## src/hw/bco_pkg.sv

```systemverilog
/*
 * Constants for the breaker close and output logic: register map, field positions,
 * element indices and timing counts.
 * Assumes a 10 MHz pclk and a relay processing interval of a quarter power-system cycle.
 */
// Contract
// [RL1] Close sets only if unlatch low, breaker open, no failure.
// [RL2] Close condition rising edge sets close; level does not.
// [RL3] Serial close command sets close when included.
// [RL4] Close holds until unlatch, breaker closed, or failure.
// [RL5] Failure flag after delay; close lasts at most delay.
// [RL6] Zero delay disables the close failure timer.
// [RL7] Breaker status tied to zero disables close logic; the code disables it with the ctrl[CTRL_INOP] bit instead.
// [RL8] Each output equation drives its own output bit.
// [RL9] Pulse command asserts named output bit too.
// [RL10] Asserted output bit energises matching coil.
// [RL11] Contact state follows jumper type a or b.
// [RL12] Alarm coil stays energised in normal operation.
// [RL13] Pulse alarm drops coil, raises alarm bit momentarily.
// [RL14] Entering access level 2 pulses the alarm.
// [RL15] Targets update on a trip event.
// [RL16] Group targets light when any group element asserts.
// [RL17] Phase target lights on phase element or overcurrent.
// [RL18] Targets kept nonvolatile and restored at cold start.
// [RL19] Lamp test lights all one second, clears faults.
// [RL20] Logic evaluated once per processing interval tick.
package bco_pkg;
    localparam int CLK_MHZ = 10;
    localparam int PROC_US = 4167;
    localparam int PROC_CYC = PROC_US * CLK_MHZ;
    localparam int TICKS_PER_CYC = 4;
    localparam int LAMP_MS = 1000;
    localparam int LAMP_TICKS = (LAMP_MS * 1000 + PROC_US - 1) / PROC_US;
    localparam int MOM_CYC = 1;
    localparam int MOM_TICKS = MOM_CYC * TICKS_PER_CYC;
    localparam int MOM_W = 3;
    localparam int LAMP_W = 8;
    localparam int FAIL_W = 18;
    localparam logic [7:0] CTRL_OFS = 8'h00;
    localparam logic [7:0] FDLY_OFS = 8'h04;
    localparam logic [7:0] CMD_OFS = 8'h08;
    localparam logic [7:0] STAT_OFS = 8'h0C;
    localparam logic [1:0] CTRL_RST = 2'h0;
    localparam logic [15:0] FDLY_RST = 16'h0000;
    localparam int CTRL_INOP = 0;
    localparam int CTRL_SCMD = 1;
    localparam int CMD_CLOSE = 0;
    localparam int CMD_PULSE = 1;
    localparam int CMD_ALARM = 5;
    localparam int STAT_TGT = 8;
    // Target bit order: differential, instantaneous, timed, A, B, C, ground.
    localparam int TGT_87 = 0;
    localparam int TGT_50 = 1;
    localparam int TGT_51 = 2;
    localparam int TGT_A = 3;
    localparam int TGT_G = 6;
    // Instantaneous element indices: P1..P3, A1, A2, B1, B2, C1, C2, Q1, Q2, G1, G2.
    localparam int INST_A1 = 3;
    localparam int INST_G1 = 11;
    // Timed element indices: PT, AT, BT, CT, QT, GT.
    localparam int TOC_PT = 0;
    localparam int TOC_AT = 1;
    localparam int TOC_GT = 5;
endpackage

```

## src/hw/bco_tgt_if.sv

```systemverilog
/*
 * Link between the close and output logic and its target indicator store.
 * Assumes both ends share pclk.
 */
`timescale 1ns/10ps
interface bco_tgt_if;
    logic tick;
    logic trip_event;
    logic [5:0] diff_elem;
    logic [12:0] inst_elem;
    logic [5:0] toc_elem;
    logic [2:0] phase_over;
    logic lamp_press;
    logic nv_load;
    logic [6:0] nv_data;
    logic [6:0] targets;
    logic lamp_on;
    modport src (output tick, trip_event, diff_elem, inst_elem, toc_elem, phase_over, lamp_press,
        nv_load, nv_data, input targets, lamp_on);
    modport tgt (input tick, trip_event, diff_elem, inst_elem, toc_elem, phase_over, lamp_press,
        nv_load, nv_data, output targets, lamp_on);
endinterface

```

## src/hw/bco_close_out.sv

```systemverilog
/*
 * Breaker close latch, close failure timer, four pulsed output contacts, alarm coil,
 * and the APB register file; the target store is a submodule.
 * Assumes equation inputs come from logic on pclk; the lamp button and contact jumpers are pins.
 */
// The APB interface to the registers and the register offsets were chosen for this implementation.
`timescale 1ns/10ps
module bco_close_out
#(
    parameter int PROC_CYC = bco_pkg::PROC_CYC
)
(
    // Clock and reset
    input wire logic pclk,
    input wire logic presetn,
    // APB slave
    input wire logic psel,
    input wire logic penable,
    input wire logic pwrite,
    input wire logic [7:0] paddr,
    input wire logic [31:0] pwdata,
    output logic [31:0] prdata,
    output logic pready,
    output logic pslverr,
    // Control equations
    input wire logic close_condition_eq,
    input wire logic close_unlatch_eq,
    input wire logic breaker_status_eq,
    input wire logic [3:0] output_eq,
    input wire logic access_lvl2,
    input wire logic relay_enabled,
    // Protection elements
    input wire logic trip_event,
    input wire logic [5:0] diff_elem,
    input wire logic [12:0] inst_elem,
    input wire logic [5:0] toc_elem,
    input wire logic [2:0] phase_over,
    // Pins
    input wire logic lamp_test_btn,
    input wire logic [3:0] contact_type_b,
    // Nonvolatile target storage
    input wire logic [6:0] nv_data_in,
    output logic [6:0] nv_data_out,
    // Close and output contacts
    output logic close_out,
    output logic close_fail_flag,
    output logic [3:0] output_bit_n,
    output logic [3:0] out_coil,
    output logic [3:0] contact_closed,
    output logic alarm_bit,
    output logic alarm_coil,
    output logic alarm_contact_closed,
    output logic [7:0] led
);
    import bco_pkg::*;

    if (PROC_CYC < 2)
    begin : bad_div
        $error("PROC_CYC must be at least 2");
    end

    bco_tgt_if tl();

    logic [31:0] div_cnt;
    logic tick;
    logic [4:0] pin_s1;
    logic [4:0] pin_s2;
    logic [4:0] pin_s3;
    logic [4:0] pin_stab;
    logic lamp_prev;
    logic cold;
    logic [1:0] ctrl;
    logic [15:0] fail_dly;
    logic wr_en;
    logic cmd_close_set;
    logic [3:0] pulse_set;
    logic alarm_set;
    logic cmd_close_pend;
    logic [3:0] pulse_pend;
    logic [MOM_W-1:0] pulse_cnt [4];
    logic alarm_pend;
    logic [MOM_W-1:0] alarm_cnt;
    logic lvl2_prev;
    logic cond_prev;
    logic [FAIL_W-1:0] fail_cnt;
    logic [FAIL_W-1:0] fail_limit;
    logic fail_hit;
    logic set_req;
    logic permit;
    logic [3:0] next_out;
    logic next_alarm;

    function automatic logic [FAIL_W-1:0] cyc2ticks(input logic [15:0] cyc);
        return FAIL_W'(cyc) * FAIL_W'(TICKS_PER_CYC);
    endfunction

    // Processing interval enable; all relay logic except the lamp test start and the cold-start restore steps on this pulse. [RL20]
    always_ff @(posedge pclk or negedge presetn)
    begin
        if (!presetn)
        begin
            div_cnt <= '0;
            tick <= 1'b0;
        end
        else
        begin
            tick <= (div_cnt == 32'(PROC_CYC - 1));
            div_cnt <= (div_cnt == 32'(PROC_CYC - 1)) ? '0 : div_cnt + 32'h1;
        end
    end

    // Pin inputs pass three flops; a bit moves only when the second and third agree.
    always_ff @(posedge pclk or negedge presetn)
    begin
        if (!presetn)
        begin
            pin_s1 <= 5'h00;
            pin_s2 <= 5'h00;
            pin_s3 <= 5'h00;
            pin_stab <= 5'h00;
            lamp_prev <= 1'b0;
        end
        else
        begin
            pin_s1 <= {lamp_test_btn, contact_type_b};
            pin_s2 <= pin_s1;
            pin_s3 <= pin_s2;
            pin_stab <= (pin_s2 & pin_s3) | (pin_stab & (pin_s2 | pin_s3));
            lamp_prev <= pin_stab[4];
        end
    end

    // APB: one wait state, so pready is a flop and data are ready with it.
    assign wr_en = psel & penable & pready & pwrite;
    assign cmd_close_set = wr_en && paddr == CMD_OFS && pwdata[CMD_CLOSE];
    assign pulse_set = (wr_en && paddr == CMD_OFS) ? pwdata[CMD_PULSE +: 4] : 4'h0;

    always_ff @(posedge pclk or negedge presetn)
    begin
        if (!presetn)
        begin
            pready <= 1'b0;
            prdata <= 32'h0000_0000;
            pslverr <= 1'b0;
        end
        else
        begin
            pready <= psel & penable & ~pready;
            if (psel && penable && !pready)
            begin
                pslverr <= !(paddr == CTRL_OFS || paddr == FDLY_OFS || paddr == CMD_OFS || paddr == STAT_OFS);
                unique case (paddr)
                    CTRL_OFS: prdata <= {30'h0, ctrl};
                    FDLY_OFS: prdata <= {16'h0, fail_dly};
                    STAT_OFS: prdata <= {17'h0, tl.targets, tl.lamp_on, alarm_bit, output_bit_n,
                        close_fail_flag, close_out};
                    default: prdata <= 32'h0000_0000;
                endcase
            end
        end
    end

    always_ff @(posedge pclk or negedge presetn)
    begin
        if (!presetn)
        begin
            ctrl <= CTRL_RST;
            fail_dly <= FDLY_RST;
        end
        else if (wr_en && paddr == CTRL_OFS)
        begin
            ctrl <= pwdata[1:0];
        end
        else if (wr_en && paddr == FDLY_OFS)
        begin
            fail_dly <= pwdata[15:0];
        end
    end

    // Command and level-2 requests wait for the next tick; a new request beats the clear.
    assign alarm_set = (wr_en && paddr == CMD_OFS && pwdata[CMD_ALARM]) || (access_lvl2 && !lvl2_prev);

    always_ff @(posedge pclk or negedge presetn)
    begin
        if (!presetn)
        begin
            cmd_close_pend <= 1'b0;
            pulse_pend <= 4'h0;
            alarm_pend <= 1'b0;
            lvl2_prev <= 1'b0;
        end
        else
        begin
            lvl2_prev <= access_lvl2;
            cmd_close_pend <= (cmd_close_pend & ~tick) | cmd_close_set;
            pulse_pend <= (pulse_pend & ~{4{tick}}) | pulse_set;
            alarm_pend <= (alarm_pend & ~tick) | alarm_set; // [RL14]
        end
    end

    always_comb
    begin
        fail_limit = cyc2ticks(fail_dly);
        fail_hit = (fail_dly != 16'h0000) && close_out && (fail_cnt >= fail_limit - FAIL_W'(1)); // [RL5] [RL6]
        set_req = (close_condition_eq & ~cond_prev) | (cmd_close_pend & ctrl[CTRL_SCMD]); // [RL2] [RL3]
        permit = ~close_unlatch_eq & ~breaker_status_eq & ~close_fail_flag & ~ctrl[CTRL_INOP]; // [RL1]
    end

    // Close latch; the inoperable control bit ctrl[CTRL_INOP] makes the whole close path dead.
    always_ff @(posedge pclk or negedge presetn)
    begin
        if (!presetn)
        begin
            close_out <= 1'b0;
            close_fail_flag <= 1'b0;
            cond_prev <= 1'b0;
            fail_cnt <= '0;
        end
        else if (tick)
        begin
            cond_prev <= close_condition_eq;
            close_fail_flag <= fail_hit; // [RL5]
            fail_cnt <= close_out ? fail_cnt + FAIL_W'(1) : '0;
            if (ctrl[CTRL_INOP])
            begin
                close_out <= 1'b0; // [RL7]
            end
            else if (close_out)
            begin
                if (close_unlatch_eq || breaker_status_eq || fail_hit)
                begin
                    close_out <= 1'b0; // [RL4]
                end
            end
            else if (permit && set_req)
            begin
                close_out <= 1'b1; // [RL1] [RL2] [RL3]
            end
        end
    end

    always_comb
    begin
        for (int i = 0; i < 4; i++)
        begin
            next_out[i] = output_eq[i] | pulse_pend[i] | (pulse_cnt[i] != '0); // [RL8] [RL9]
        end
        next_alarm = alarm_pend | (alarm_cnt != '0); // [RL13]
    end

    // Pulse timers hold a commanded bit for one power cycle of ticks plus the tick that loads them.
    always_ff @(posedge pclk or negedge presetn)
    begin
        if (!presetn)
        begin
            for (int i = 0; i < 4; i++)
            begin
                pulse_cnt[i] <= '0;
            end
            alarm_cnt <= '0;
        end
        else if (tick)
        begin
            for (int i = 0; i < 4; i++)
            begin
                if (pulse_pend[i])
                begin
                    pulse_cnt[i] <= MOM_W'(MOM_TICKS);
                end
                else if (pulse_cnt[i] != '0)
                begin
                    pulse_cnt[i] <= pulse_cnt[i] - MOM_W'(1);
                end
            end
            if (alarm_pend)
            begin
                alarm_cnt <= MOM_W'(MOM_TICKS);
            end
            else if (alarm_cnt != '0)
            begin
                alarm_cnt <= alarm_cnt - MOM_W'(1);
            end
        end
    end

    // The alarm coil resets energised so a b-type alarm contact stays open in service.
    always_ff @(posedge pclk or negedge presetn)
    begin
        if (!presetn)
        begin
            output_bit_n <= 4'h0;
            out_coil <= 4'h0;
            alarm_bit <= 1'b0;
            alarm_coil <= 1'b1;
        end
        else if (tick)
        begin
            output_bit_n <= next_out; // [RL8]
            out_coil <= next_out; // [RL10]
            alarm_bit <= next_alarm; // [RL13]
            alarm_coil <= ~next_alarm; // [RL12] [RL14]
        end
    end

    always_ff @(posedge pclk or negedge presetn)
    begin
        if (!presetn)
        begin
            contact_closed <= 4'h0;
            alarm_contact_closed <= 1'b0;
            led <= 8'h00;
            nv_data_out <= 7'h00;
            cold <= 1'b1;
        end
        else
        begin
            contact_closed <= out_coil ^ pin_stab[3:0]; // [RL11]
            alarm_contact_closed <= ~alarm_coil; // [RL12]
            led <= tl.lamp_on ? 8'hFF : {relay_enabled, tl.targets}; // [RL19]
            nv_data_out <= tl.targets; // [RL18]
            cold <= 1'b0;
        end
    end

    assign tl.tick = tick;
    assign tl.trip_event = trip_event;
    assign tl.diff_elem = diff_elem;
    assign tl.inst_elem = inst_elem;
    assign tl.toc_elem = toc_elem;
    assign tl.phase_over = phase_over;
    assign tl.lamp_press = pin_stab[4] & ~lamp_prev;
    assign tl.nv_load = cold; // [RL18]
    assign tl.nv_data = nv_data_in;

    bco_targets u_tgt (
        .pclk(pclk),
        .presetn(presetn),
        .t(tl.tgt)
    );
endmodule

```

## src/hw/bco_targets.sv

```systemverilog
/*
 * Front-panel fault target latch with lamp test and cold-start restore.
 * Assumes element inputs are from logic on pclk and the press is already synchronised.
 */
`timescale 1ns/10ps
module bco_targets
(
    // Clock and reset
    input wire logic pclk,
    input wire logic presetn,
    // Link to the close and output logic
    bco_tgt_if.tgt t
);
    import bco_pkg::*;

    typedef enum logic {BCO_LAMP_IDLE, BCO_LAMP_ON} bco_lamp_e;

    bco_lamp_e lamp_state;
    logic [LAMP_W-1:0] lamp_cnt;
    logic [6:0] hit;

    function automatic logic phase_tgt(input int ph);
        logic ovr;
        ovr = t.toc_elem[TOC_PT] | (|t.inst_elem[2:0]);
        return (ovr & t.phase_over[ph]) | (|t.diff_elem[2*ph +: 2]) | (|t.inst_elem[INST_A1 + 2*ph +: 2])
            | t.toc_elem[TOC_AT + ph];
    endfunction

    always_comb
    begin
        hit[TGT_87] = |t.diff_elem; // [RL16]
        hit[TGT_50] = |t.inst_elem;
        hit[TGT_51] = |t.toc_elem;
        hit[TGT_G] = (|t.inst_elem[INST_G1 +: 2]) | t.toc_elem[TOC_GT];
        for (int p = 0; p < 3; p++)
        begin
            hit[TGT_A + p] = phase_tgt(p); // [RL17]
        end
    end

    // A lamp test in progress still lets a trip record, but the clear at the end wins.
    always_ff @(posedge pclk or negedge presetn)
    begin
        if (!presetn)
        begin
            t.targets <= 7'h00;
        end
        else if (t.nv_load)
        begin
            t.targets <= t.nv_data; // [RL18]
        end
        else if (t.tick && lamp_state == BCO_LAMP_ON && lamp_cnt == '0)
        begin
            t.targets <= 7'h00; // [RL19]
        end
        else if (t.tick && t.trip_event)
        begin
            t.targets <= t.targets | hit; // [RL15]
        end
    end

    always_ff @(posedge pclk or negedge presetn)
    begin
        if (!presetn)
        begin
            lamp_state <= BCO_LAMP_IDLE;
            lamp_cnt <= '0;
        end
        else
        begin
            unique case (lamp_state)
                BCO_LAMP_IDLE:
                begin
                    if (t.lamp_press)
                    begin
                        lamp_state <= BCO_LAMP_ON;
                        lamp_cnt <= LAMP_W'(LAMP_TICKS - 1); // [RL19]
                    end
                end
                BCO_LAMP_ON:
                begin
                    if (t.tick)
                    begin
                        if (lamp_cnt == '0)
                        begin
                            lamp_state <= BCO_LAMP_IDLE;
                        end
                        else
                        begin
                            lamp_cnt <= lamp_cnt - LAMP_W'(1);
                        end
                    end
                end
            endcase
        end
    end

    assign t.lamp_on = (lamp_state == BCO_LAMP_ON);
endmodule

```

## config.mk

```make
export PLATFORM = sky130hd
export DESIGN_NAME = bco_close_out
export DESIGN_NICKNAME = d
export VERILOG_FILES = /design/src/hw/bco_pkg.sv /design/src/hw/bco_tgt_if.sv /design/src/hw/bco_close_out.sv /design/src/hw/bco_targets.sv
export SDC_FILE = /design/constraint.sdc
export NUM_CORES = 1
export LEC_CHECK = 0
export BUFFER_PORTS_ARGS = -buffer_cell sky130_fd_sc_hd__buf_2
export CORE_ASPECT_RATIO = 1.5
export CORE_MARGIN = 4
export CORE_UTILIZATION = 45
export CTS_CLUSTER_SIZE = 8
export DETAILED_ROUTE_END_ITERATION = 12
export GPL_ROUTABILITY_DRIVEN = 0
export PLACE_DENSITY_LB_ADDON = 0.15
export SLEW_MARGIN = 20
export SYNTH_ARGS = -nofsm -noshare
export SYNTH_HDL_FRONTEND = slang
export SYNTH_SLANG_ARGS = --single-unit
```

## constraint.sdc

```tcl
create_clock -name pclk -period 3.91 [get_ports pclk]
set_input_delay 0.5865 -clock pclk [delete_from_list [all_inputs] [get_ports pclk]]
set_output_delay 0.5865 -clock pclk [all_outputs]
set_load 0.02 [all_outputs]
```

# Word-level counts from Yosys, hierarchy flattened
# Index checks and enable logic that the tools add are counted.
[totals]
regBits = 192
latchBits = 0
ramBits = 0
rom_bits = 0
inputBits = 95
out_inout_bits = 66
wordCells = 197
n_memories = 0
[classes]
n_addsub = 9
mul = 0
div = 0
magnitude_cmp = 1
eq_ne = 7
n_shift = 0
mux = 30
n_bitwise = 59
reduce_logical = 55
[op_table]
columns = ["cell", "count"]
rows = [
  ["$pmux W16 S3", 1],
  ["$add A32 B1 Y32 const B", 1],
  ["$eq A32 B16 Y1 const B", 1],
  ["$mux W32", 1],
  ["$mux W8", 4],
  ["$mux W3", 10],
  ["$or A1 B1 Y1", 23],
  ["$mux W7", 3],
  ["$add A18 B1 Y18 const B", 1],
  ["$ge A18 B18 Y1", 1],
  ["$mux W18", 1],
  ["$reduce_bool A3 Y1", 6],
  ["$sub A18 B1 Y18 const B", 1],
  ["$eq A8 B4 Y1 const B", 2],
  ["$logic_not A8 Y1", 2],
  ["$pmux W8 S2", 1],
  ["$reduce_bool A16 Y1", 1],
  ["$and A1 B1 Y1", 15],
  ["$sub A3 B1 Y3 const B", 5],
  ["$logic_and A1 B1 Y1", 14],
  ["$reduce_or A2 Y1", 7],
  ["$reduce_or A13 Y1", 1],
  ["$not A1 Y1", 12],
  ["$reduce_and A2 Y1", 6],
  ["other kinds (19)", 41],
]

# Longest topological paths before layout
# Gate-level depths: netlist (run 1).
[logic_depth]
word_depth = 10
mapped_depth = 11
depth_no_buf = 11

# Modules after synthesis
# From an unflattened synthesis (run 1), not the netlist that was laid out.
[hier_totals]
hier_cells = 784
hier_area_um2 = 8313.0
[modules_own_cells]
columns = ["mod", "instances", "cells_per_inst", "area_each_um2", "seq_area_each_um2"]
rows = [
  ["bco_close_out", 1, 682, 7400.8, 4006.3],
  ["bco_targets", 1, 102, 912.1, 400.4],
]

# Least setup slack after synthesis (run 1)
# OpenSTA, ideal clock, no wires.
[synth_timing]
kind = "reg-to-reg"
start = "register fail_dly[8]"
end = "register close_out"
setup_time_ns = 0.130
arrival_time_ns = 2.719
t_required_ns = 3.780
slack_ns = 1.061
path_stages_with_launch = 11
path_buffers = 0
period_less_slack_ns = 2.849
path_cell_list = "dfrtp_1 or4_4 or4_4 nor2_1 xnor2_1 ha_1 nand4_1 nor4_1 o21ai_0 a311oi_1 nor2_1"
[synth_via]
elab_chain_len = 7
[synth_lines]
columns = ["item", "line_no", "text"]
rows = [
  ["start, declared", "bco_close_out.sv:73", "logic [15:0] fail_dly;"],
  ["start signal, assigned", "bco_close_out.sv:176", "fail_dly <= pwdata[15:0];"],
  ["$sub A18 B1 Y18 or $reduce_bool A16 Y1 (tied branches)", "bco_close_out.sv:204", "fail_hit = (fail_dly != 16'h0000) && close_out && (fail_cnt >= fail_limit - FAIL_W'(1));"],
  ["$ge A18 B18 Y1 or $logic_and A1 B1 Y1 (tied branches)", "bco_close_out.sv:204", ""],
  ["$logic_and A1 B1 Y1 *", "bco_close_out.sv:204", ""],
  ["$logic_or A1 B1 Y1 *", "bco_close_out.sv:230", "if (close_unlatch_eq || breaker_status_eq || fail_hit)"],
  ["$mux W1 *", "bco_close_out.sv:230", ""],
  ["$mux W1 *", "bco_close_out.sv:228", "else if (close_out)"],
  ["$mux W1 *", "bco_close_out.sv:224", "if (ctrl[CTRL_INOP])"],
  ["end signal, assigned", "bco_close_out.sv:226", "close_out <= 1'b0;"],
  ["end signal, assigned", "bco_close_out.sv:232", "close_out <= 1'b0;"],
  ["end signal, assigned", "bco_close_out.sv:237", "close_out <= 1'b1;"],
  ["end, declared", "bco_close_out.sv:45", "output logic close_out,"],
]
# Every way passes the cells marked *; elsewhere a longest branch is shown, timed or not.
# A chain may end at the register's enable or synchronous reset.

# Worst setup path after layout (run 1)
# Ends and elaborated chain as after synthesis.

==> results of run 1 <==
## cell families after synthesis
family,Yosys count,share of synthesized area
AND/OR/NAND/NOR,295,0.182
flip-flops,176,0.530
AO/OA/AOI/OAI,113,0.0818
buffers and inverters,72,0.0459
XOR/XNOR,60,0.0633
adder cells (fa/ha/maj),37,0.0542
multiplexers,33,0.0422
other,1,0.000451
## path summary, 6_finish.rpt
kind | slack [ns] | startpoint | depth (start not counted) | end
worst max register to register | 0.69 | fail_dly[8] | 10 | close_out
worst min register to register | 0.35 | pin_s1[2] | 0 | pin_s2[2]
worst max-delay path | 0.69 | fail_dly[8] | 10 | close_out
worst min-delay path | 0.03 | presetn | 1 | prdata[11]
max in group asynchronous | 2.78 | presetn | 3 | alarm_coil
min in group pclk | 0.26 | contact_type_b[1] | 1 | pin_s1[1]
## per-stage QoR
step	utilization	hold slack, ns	area, um^2
final	0.538	0.0272	9690
after CTS	0.536	0.242	9660
after global routing	0.538	0.0206	9690
after floorplan	-	0.291	8370
after global placement	0.503	0.332	9070
after detailed placement	0.503	0.336	9070
## worst max-delay path: stages (launching register included)
cell and delay [ns]:
dfrtp_1 0.46, or4_4 0.59, or4_4 0.44, nor2_1 0.16
xnor2_1 0.11, ha_1 0.32, nand4_1 0.14, nor4_1 0.28
o21ai_0 0.12, a311oi_1 0.42, nor2_1 0.07
## cell usage in the layout, fill, tap and decap left out, types with 6 or more instances in the layout
cell type    n
dfrtp_1    174
buf_2      127
nand2_1     90
nor2_1      60
o21ai_0     49
xnor2_1     43
ha_1        32
inv_1       31
nand3_1     29
a21oi_1     26
nor3_1      23
nand4_1     20
xor2_1      17
mux2i_1     17
conb_1      17
clkbuf_16   17
mux2_2      16
nor4_1      14
nand2b_1    10
or3_1       10
or2_2        9
a2bb2oi_1    7
and4_1       6
## layout make-up
cell class | instances | area [um^2] | share of cell area
sequential | 176 | 4410 | 0.455
inverter | 31 | 116 | 0.0120
tap | 217 | 272 | 0.0280
timing repair buffer | 134 | 724 | 0.0748
clock inverter | 12 | 150 | 0.0155
clock buffer | 20 | 437 | 0.0451
multi-input combinational | 555 | 3580 | 0.369
antenna | 1 | 2.50 | 0.000258
## state kept, by name, summed over array words and instances (netlist names), 5 cells and up
name             cells
div_cnt             32
fail_cnt            18
fail_dly            16
prdata              16
pulse_cnt           12
led                  8
u_tgt.lamp_cnt       8
nv_data_out          7
u_tgt.t.targets      7
pin_s1               5
pin_s2               5
pin_s3               5
pin_stab             5
## per-layer routing
layer / GRT usage / vias up
met5: 0 / -
met4: 0.0681 / 0
met3: 0.0436 / 27
met2: 0.304 / 154
met1: 0.232 / 2880
li1: - / 2963
## cell usage after synthesis, types with 3 or more instances
| cell type | count | share of area |
|---|---|---|
| nor2b_1 | 3 | 0.0023 |
| a21oi_1 | 26 | 0.016 |
| a22o_1 | 3 | 0.0032 |
| o22ai_1 | 5 | 0.0038 |
| o21ai_0 | 49 | 0.030 |
| or3_1 | 10 | 0.0075 |
| xnor2_1 | 43 | 0.045 |
| and4_1 | 6 | 0.0063 |
| nor2_1 | 60 | 0.027 |
| a2bb2oi_1 | 7 | 0.0074 |
| xor2_1 | 17 | 0.018 |
| maj3_1 | 5 | 0.0060 |
| nor3_1 | 23 | 0.014 |
| a31oi_1 | 4 | 0.0030 |
| or2_2 | 9 | 0.0068 |
| nand3_1 | 29 | 0.017 |
| and3_1 | 4 | 0.0030 |
| a21o_1 | 3 | 0.0027 |
| nand2b_1 | 10 | 0.0075 |
| buf_4 | 20 | 0.018 |
| clkbuf_1 | 14 | 0.0063 |
| ha_1 | 32 | 0.048 |
| nor4_1 | 14 | 0.011 |
| nor4_4 | 3 | 0.0077 |
| dfrtp_1 | 174 | 0.52 |
| mux2_2 | 16 | 0.022 |
| nand2_1 | 90 | 0.041 |
| inv_1 | 31 | 0.014 |
| nand4_1 | 20 | 0.015 |
| mux2i_1 | 17 | 0.020 |
## power by group
| group | internal, uW | switching [uW] | total [uW] |
|---|---|---|---|
| Sequential | 1890 | 61.7 | 1950 |
| Combinational | 109 | 159 | 268 |
| Clock | 961 | 745 | 1710 |
| Total | 2960 | 966 | 3920 |
==> impl_metrics.env, run 1 <==
export IMPL_max_freq_mhz=311
export IMPL_die_h_um=174
export IMPL_core_mm2=0.0180
export IMPL_drive_gt1_frac=0.217
export IMPL_num_vias=6024
export IMPL_hold_class="input port to asynchronous set/reset pin"
export IMPL_max_cap_violations=0
export IMPL_worst_slack_ns=0.690
export IMPL_m1WireLength_mm=8.06
export IMPL_synthArstFlopShare=1.00
export IMPL_met2_length_mm=8.67
export IMPL_clock_sinks=176
export IMPL_setup_viol=0
export IMPL_crit_required_ns=4.21
export IMPL_end_kind="register"
export IMPL_syn_avg_cell_area_um2=10.6
export IMPL_die_x_um=119
export IMPL_total_power_uw=3920
export IMPL_cp_max_fo=7
export IMPL_drt_iter0_drc=237
export IMPL_cts_setup_buffers=0
export IMPL_ys_ff_latch=176
export IMPL_tritoncts="yes"
export IMPL_wire_per_inst_um=15.8
export IMPL_worst_pin_slew_ns=0.836
export IMPL_hold_violations=0
export IMPL_highest_layer="met4"
export IMPL_antenna_found_initial=0
export IMPL_syn_area_mm2=0.00831
export IMPL_htreeDepth=4
export IMPL_ys_flop_type="dfrtp_1"
export IMPL_ys_seq_area_frac=0.530
export IMPL_final_min_clock_period_ns=3.22
export IMPL_synth_edf_count=0
export IMPL_dr_wl_met3_um=969
export IMPL_dp_hpwl_mm=13.3
export IMPL_num_rows=60
export IMPL_relSlewSlack=0.441
export IMPL_skew_ns=0.00762
export IMPL_areaGrowthSynthToFinish_pct=16.6
export IMPL_track_usage=0.183
export IMPL_first_pass_iters=5
export IMPL_power_density_mw_per_mm2=405
export IMPL_critPathArrivalTime_ns=3.52
export IMPL_viasPerCell=5.26
export IMPL_post_cts_resized=0
export IMPL_pin_count=161
export IMPL_cts_clk_slew_worst_paths_ns=0.07
export IMPL_p_leak_uw=0.00449
export IMPL_cts_hold_buf=0
export IMPL_post_place_cells=1112
export IMPL_cts_made_buffers=17
export IMPL_postSynthCellCount=787
export IMPL_drc=0
export IMPL_cts_root_buf="clkbuf_16"
export IMPL_rsz0062_at_grt="no"
export IMPL_status="completed"
export IMPL_setup_tns_ns=0
export IMPL_drt_wl_total_mm=18.1
export IMPL_ys_types=57
export IMPL_dp_slack_ns=0.731
export IMPL_overflow=0
export IMPL_grt_pass1_wl_mm=30.5
export IMPL_grt_pass1_vias=6030
export IMPL_start_util=0.461
export IMPL_insertion_delay_ns=0.42
export IMPL_port_buffers=128
export IMPL_yosysWarnings=0
export IMPL_fill_cells=1641
export IMPL_grt_max_degree=110
export IMPL_maxSlewViolCount=0
export IMPL_cts_buffer_depth=2
export IMPL_antenna_left=0
export IMPL_worstSetupPathType="register to register"
export IMPL_die_area_mm2=0.0207
export IMPL_peakVddDrop_v=0.000236
export IMPL_period_share=0.823
export IMPL_layout_nets=1042
export IMPL_finalNonFillerCells=1146
export IMPL_cp_start_kind="register"
No activity file was read; power rests on OpenSTA's default activity.
==> inputs of run 2 (changes only) <==
Clock period 3.91 ns to 3 ns, I/O delays scaled along.
==> run 2 against run 1 <==
The flow now finishes with violations (hold timing). Clock skew grew 0.0016 ns. Sequential share of layout area decreased by 0.60 points. First-iteration DRC count increased by 16%. Final cell count rose by 0.87%. Clock-buffer cell count shrank 1. Power increased by 35%. Non-clock buffer count up 11. Highest routed layer unchanged.
==> impl_metrics.env, run 2 (synthesis gave the netlist of run 1 again) <==
export IMPL_clock_sinks=176
export IMPL_overflow=0
export IMPL_antenna_left=0
export IMPL_final_cell_mix="dfrtp_1, buf_2, nand2_1"
export IMPL_drc=0
export IMPL_pin_count=161
export IMPL_dp_hpwl_mm=13.5
export IMPL_num_rows=60
export IMPL_grt_max_degree=65
export IMPL_relSlewSlack=0.394
export IMPL_htreeDepth=4
export IMPL_viasPerCell=5.28
export IMPL_p_leak_uw=0.00456
export IMPL_die_x_um=119
export IMPL_slowest_stage="or4_4"
export IMPL_period_share=0.959
export IMPL_max_cap_violations=0
export IMPL_finalNonFillerCells=1156
export IMPL_tritoncts="yes"
export IMPL_final_common_cell="dfrtp_1"
export IMPL_grt_pass1_vias=6144
export IMPL_power_density_mw_per_mm2=538
export IMPL_port_buffers=128
export IMPL_largest_reg_flops=32
export IMPL_status="finished, violations left"
export IMPL_regMostFlops="div_cnt"
export IMPL_worst_r2r_cell_count=11
export IMPL_cts_hold_buf=0
export IMPL_drt_iter0_drc=275
export IMPL_layout_nets=1053
export IMPL_hold_violations=2
export IMPL_cp_cell_sequence="or4_4, or4_4, nor2_1, xnor2_1, ha_1, nand4_1, nor4_1, o21ai_1, a311oi_1, buf_4, nor2_1"
export IMPL_cts_buffer_depth=2
export IMPL_die_area_mm2=0.0207
export IMPL_hold_slack_ns=-0.00433
export IMPL_peakVddDrop_v=0.000396
export IMPL_cts_setup_buffers=0
export IMPL_drt_wl_total_mm=18.3
export IMPL_end_kind="register"
export IMPL_antenna_found_initial=0
export IMPL_violations="hold timing"
export IMPL_grt_pass1_wl_mm=30.5
export IMPL_start_util=0.461
export IMPL_cts_root_buf="clkbuf_16"
export IMPL_first_pass_iters=4
export IMPL_core_mm2=0.0180
export IMPL_setup_viol=0
export IMPL_hold_class="input port to asynchronous set/reset pin"
export IMPL_critPathArrivalTime_ns=3.19
export IMPL_die_h_um=174
export IMPL_worstSetupPathType="register to register"
export IMPL_cts_clk_slew_worst_paths_ns=0.07
export IMPL_crit_family="simple AND/OR/NAND/NOR gates"
export IMPL_cp_depth=11
export IMPL_insertion_delay_ns=0.43
export IMPL_wire_per_inst_um=15.8
export IMPL_areaGrowthSynthToFinish_pct=18.2
export IMPL_worst_pin_slew_ns=0.906
export IMPL_maxSlewViolCount=0
export IMPL_cp_max_fo=4
export IMPL_antennaDiodeCount=0
export IMPL_cp_start_kind="register"
export IMPL_largest_registers="div_cnt: 32 flops, fail_cnt: 18 flops"
export IMPL_crit_path_max_incr_delay_ns=0.56
export IMPL_total_power_uw=5280
export IMPL_post_place_cells=1124
export IMPL_crit_buf_inv=1
export IMPL_skew_ns=0.00918
export IMPL_final_min_clock_period_ns=2.88
export IMPL_cts_made_buffers=17
export IMPL_num_vias=6107
export IMPL_track_usage=0.183
export IMPL_drive_gt1_frac=0.228
export IMPL_max_freq_mhz=348
export IMPL_crit_required_ns=3.32
## run 2: power breakdown
| group | total (uW) | switching, uW | internal, uW |
|---|---|---|---|
| Combinational | 352 | 211 | 141 |
| Clock | 2390 | 972 | 1420 |
| Sequential | 2540 | 79.4 | 2460 |
## run 2: stage by stage
step | area, um^2 | hold slack, ns | util | setup TNS [ns] | setup slack (ns)
2_1_floorplan | 8370 | 0.154 | - | 0 | 0.151
3_3_place_gp | 9170 | 0.332 | 0.509 | -0.0595 | -0.0398
3_5_place_dp | 9170 | 0.335 | 0.509 | -0.0796 | -0.0423
4_1_cts | 9810 | 0.0323 | 0.545 | 0 | 0.0421
5_1_grt | 9820 | 0.0588 | 0.545 | -0.0677 | -0.0345
6_report | 9820 | -0.00433 | 0.545 | 0 | 0.124
## run 2: metal layers
metal	global-route usage	routed length (um)
met4	0.0764	430
met2	0.303	8790
met5	0	0
met3	0.0358	876
met1	0.234	8210
## run 2: final cells by class
class                           instances  area (um^2)
Sequential cell                       176         4410
Tap cell                              217          272
Fill cell                            1632         8200
Clock buffer                           19          433
Timing Repair Buffer                  145          800
Clock inverter                         13          205
Inverter                               31          116
Multi-Input combinational cell        555         3590
## run 2: timing repair
item,4_1_cts,5_1_grt
endpoints found under the setup margin,2,2
gates resized for setup,0,2
pin swaps,1,1
## run 2: final timing paths
path / from / to / slack (ns)
worst max register to register: fail_dly[8] / close_out / 0.12
max in group asynchronous: presetn / alarm_coil / 2.21
worst min-delay path: presetn / fail_cnt[12] / -0.004
worst max-delay path: fail_dly[8] / close_out / 0.12
worst min register to register: pin_s1[0] / pin_s2[0] / 0.35
min in group pclk: contact_type_b[3] / pin_s1[3] / 0.12
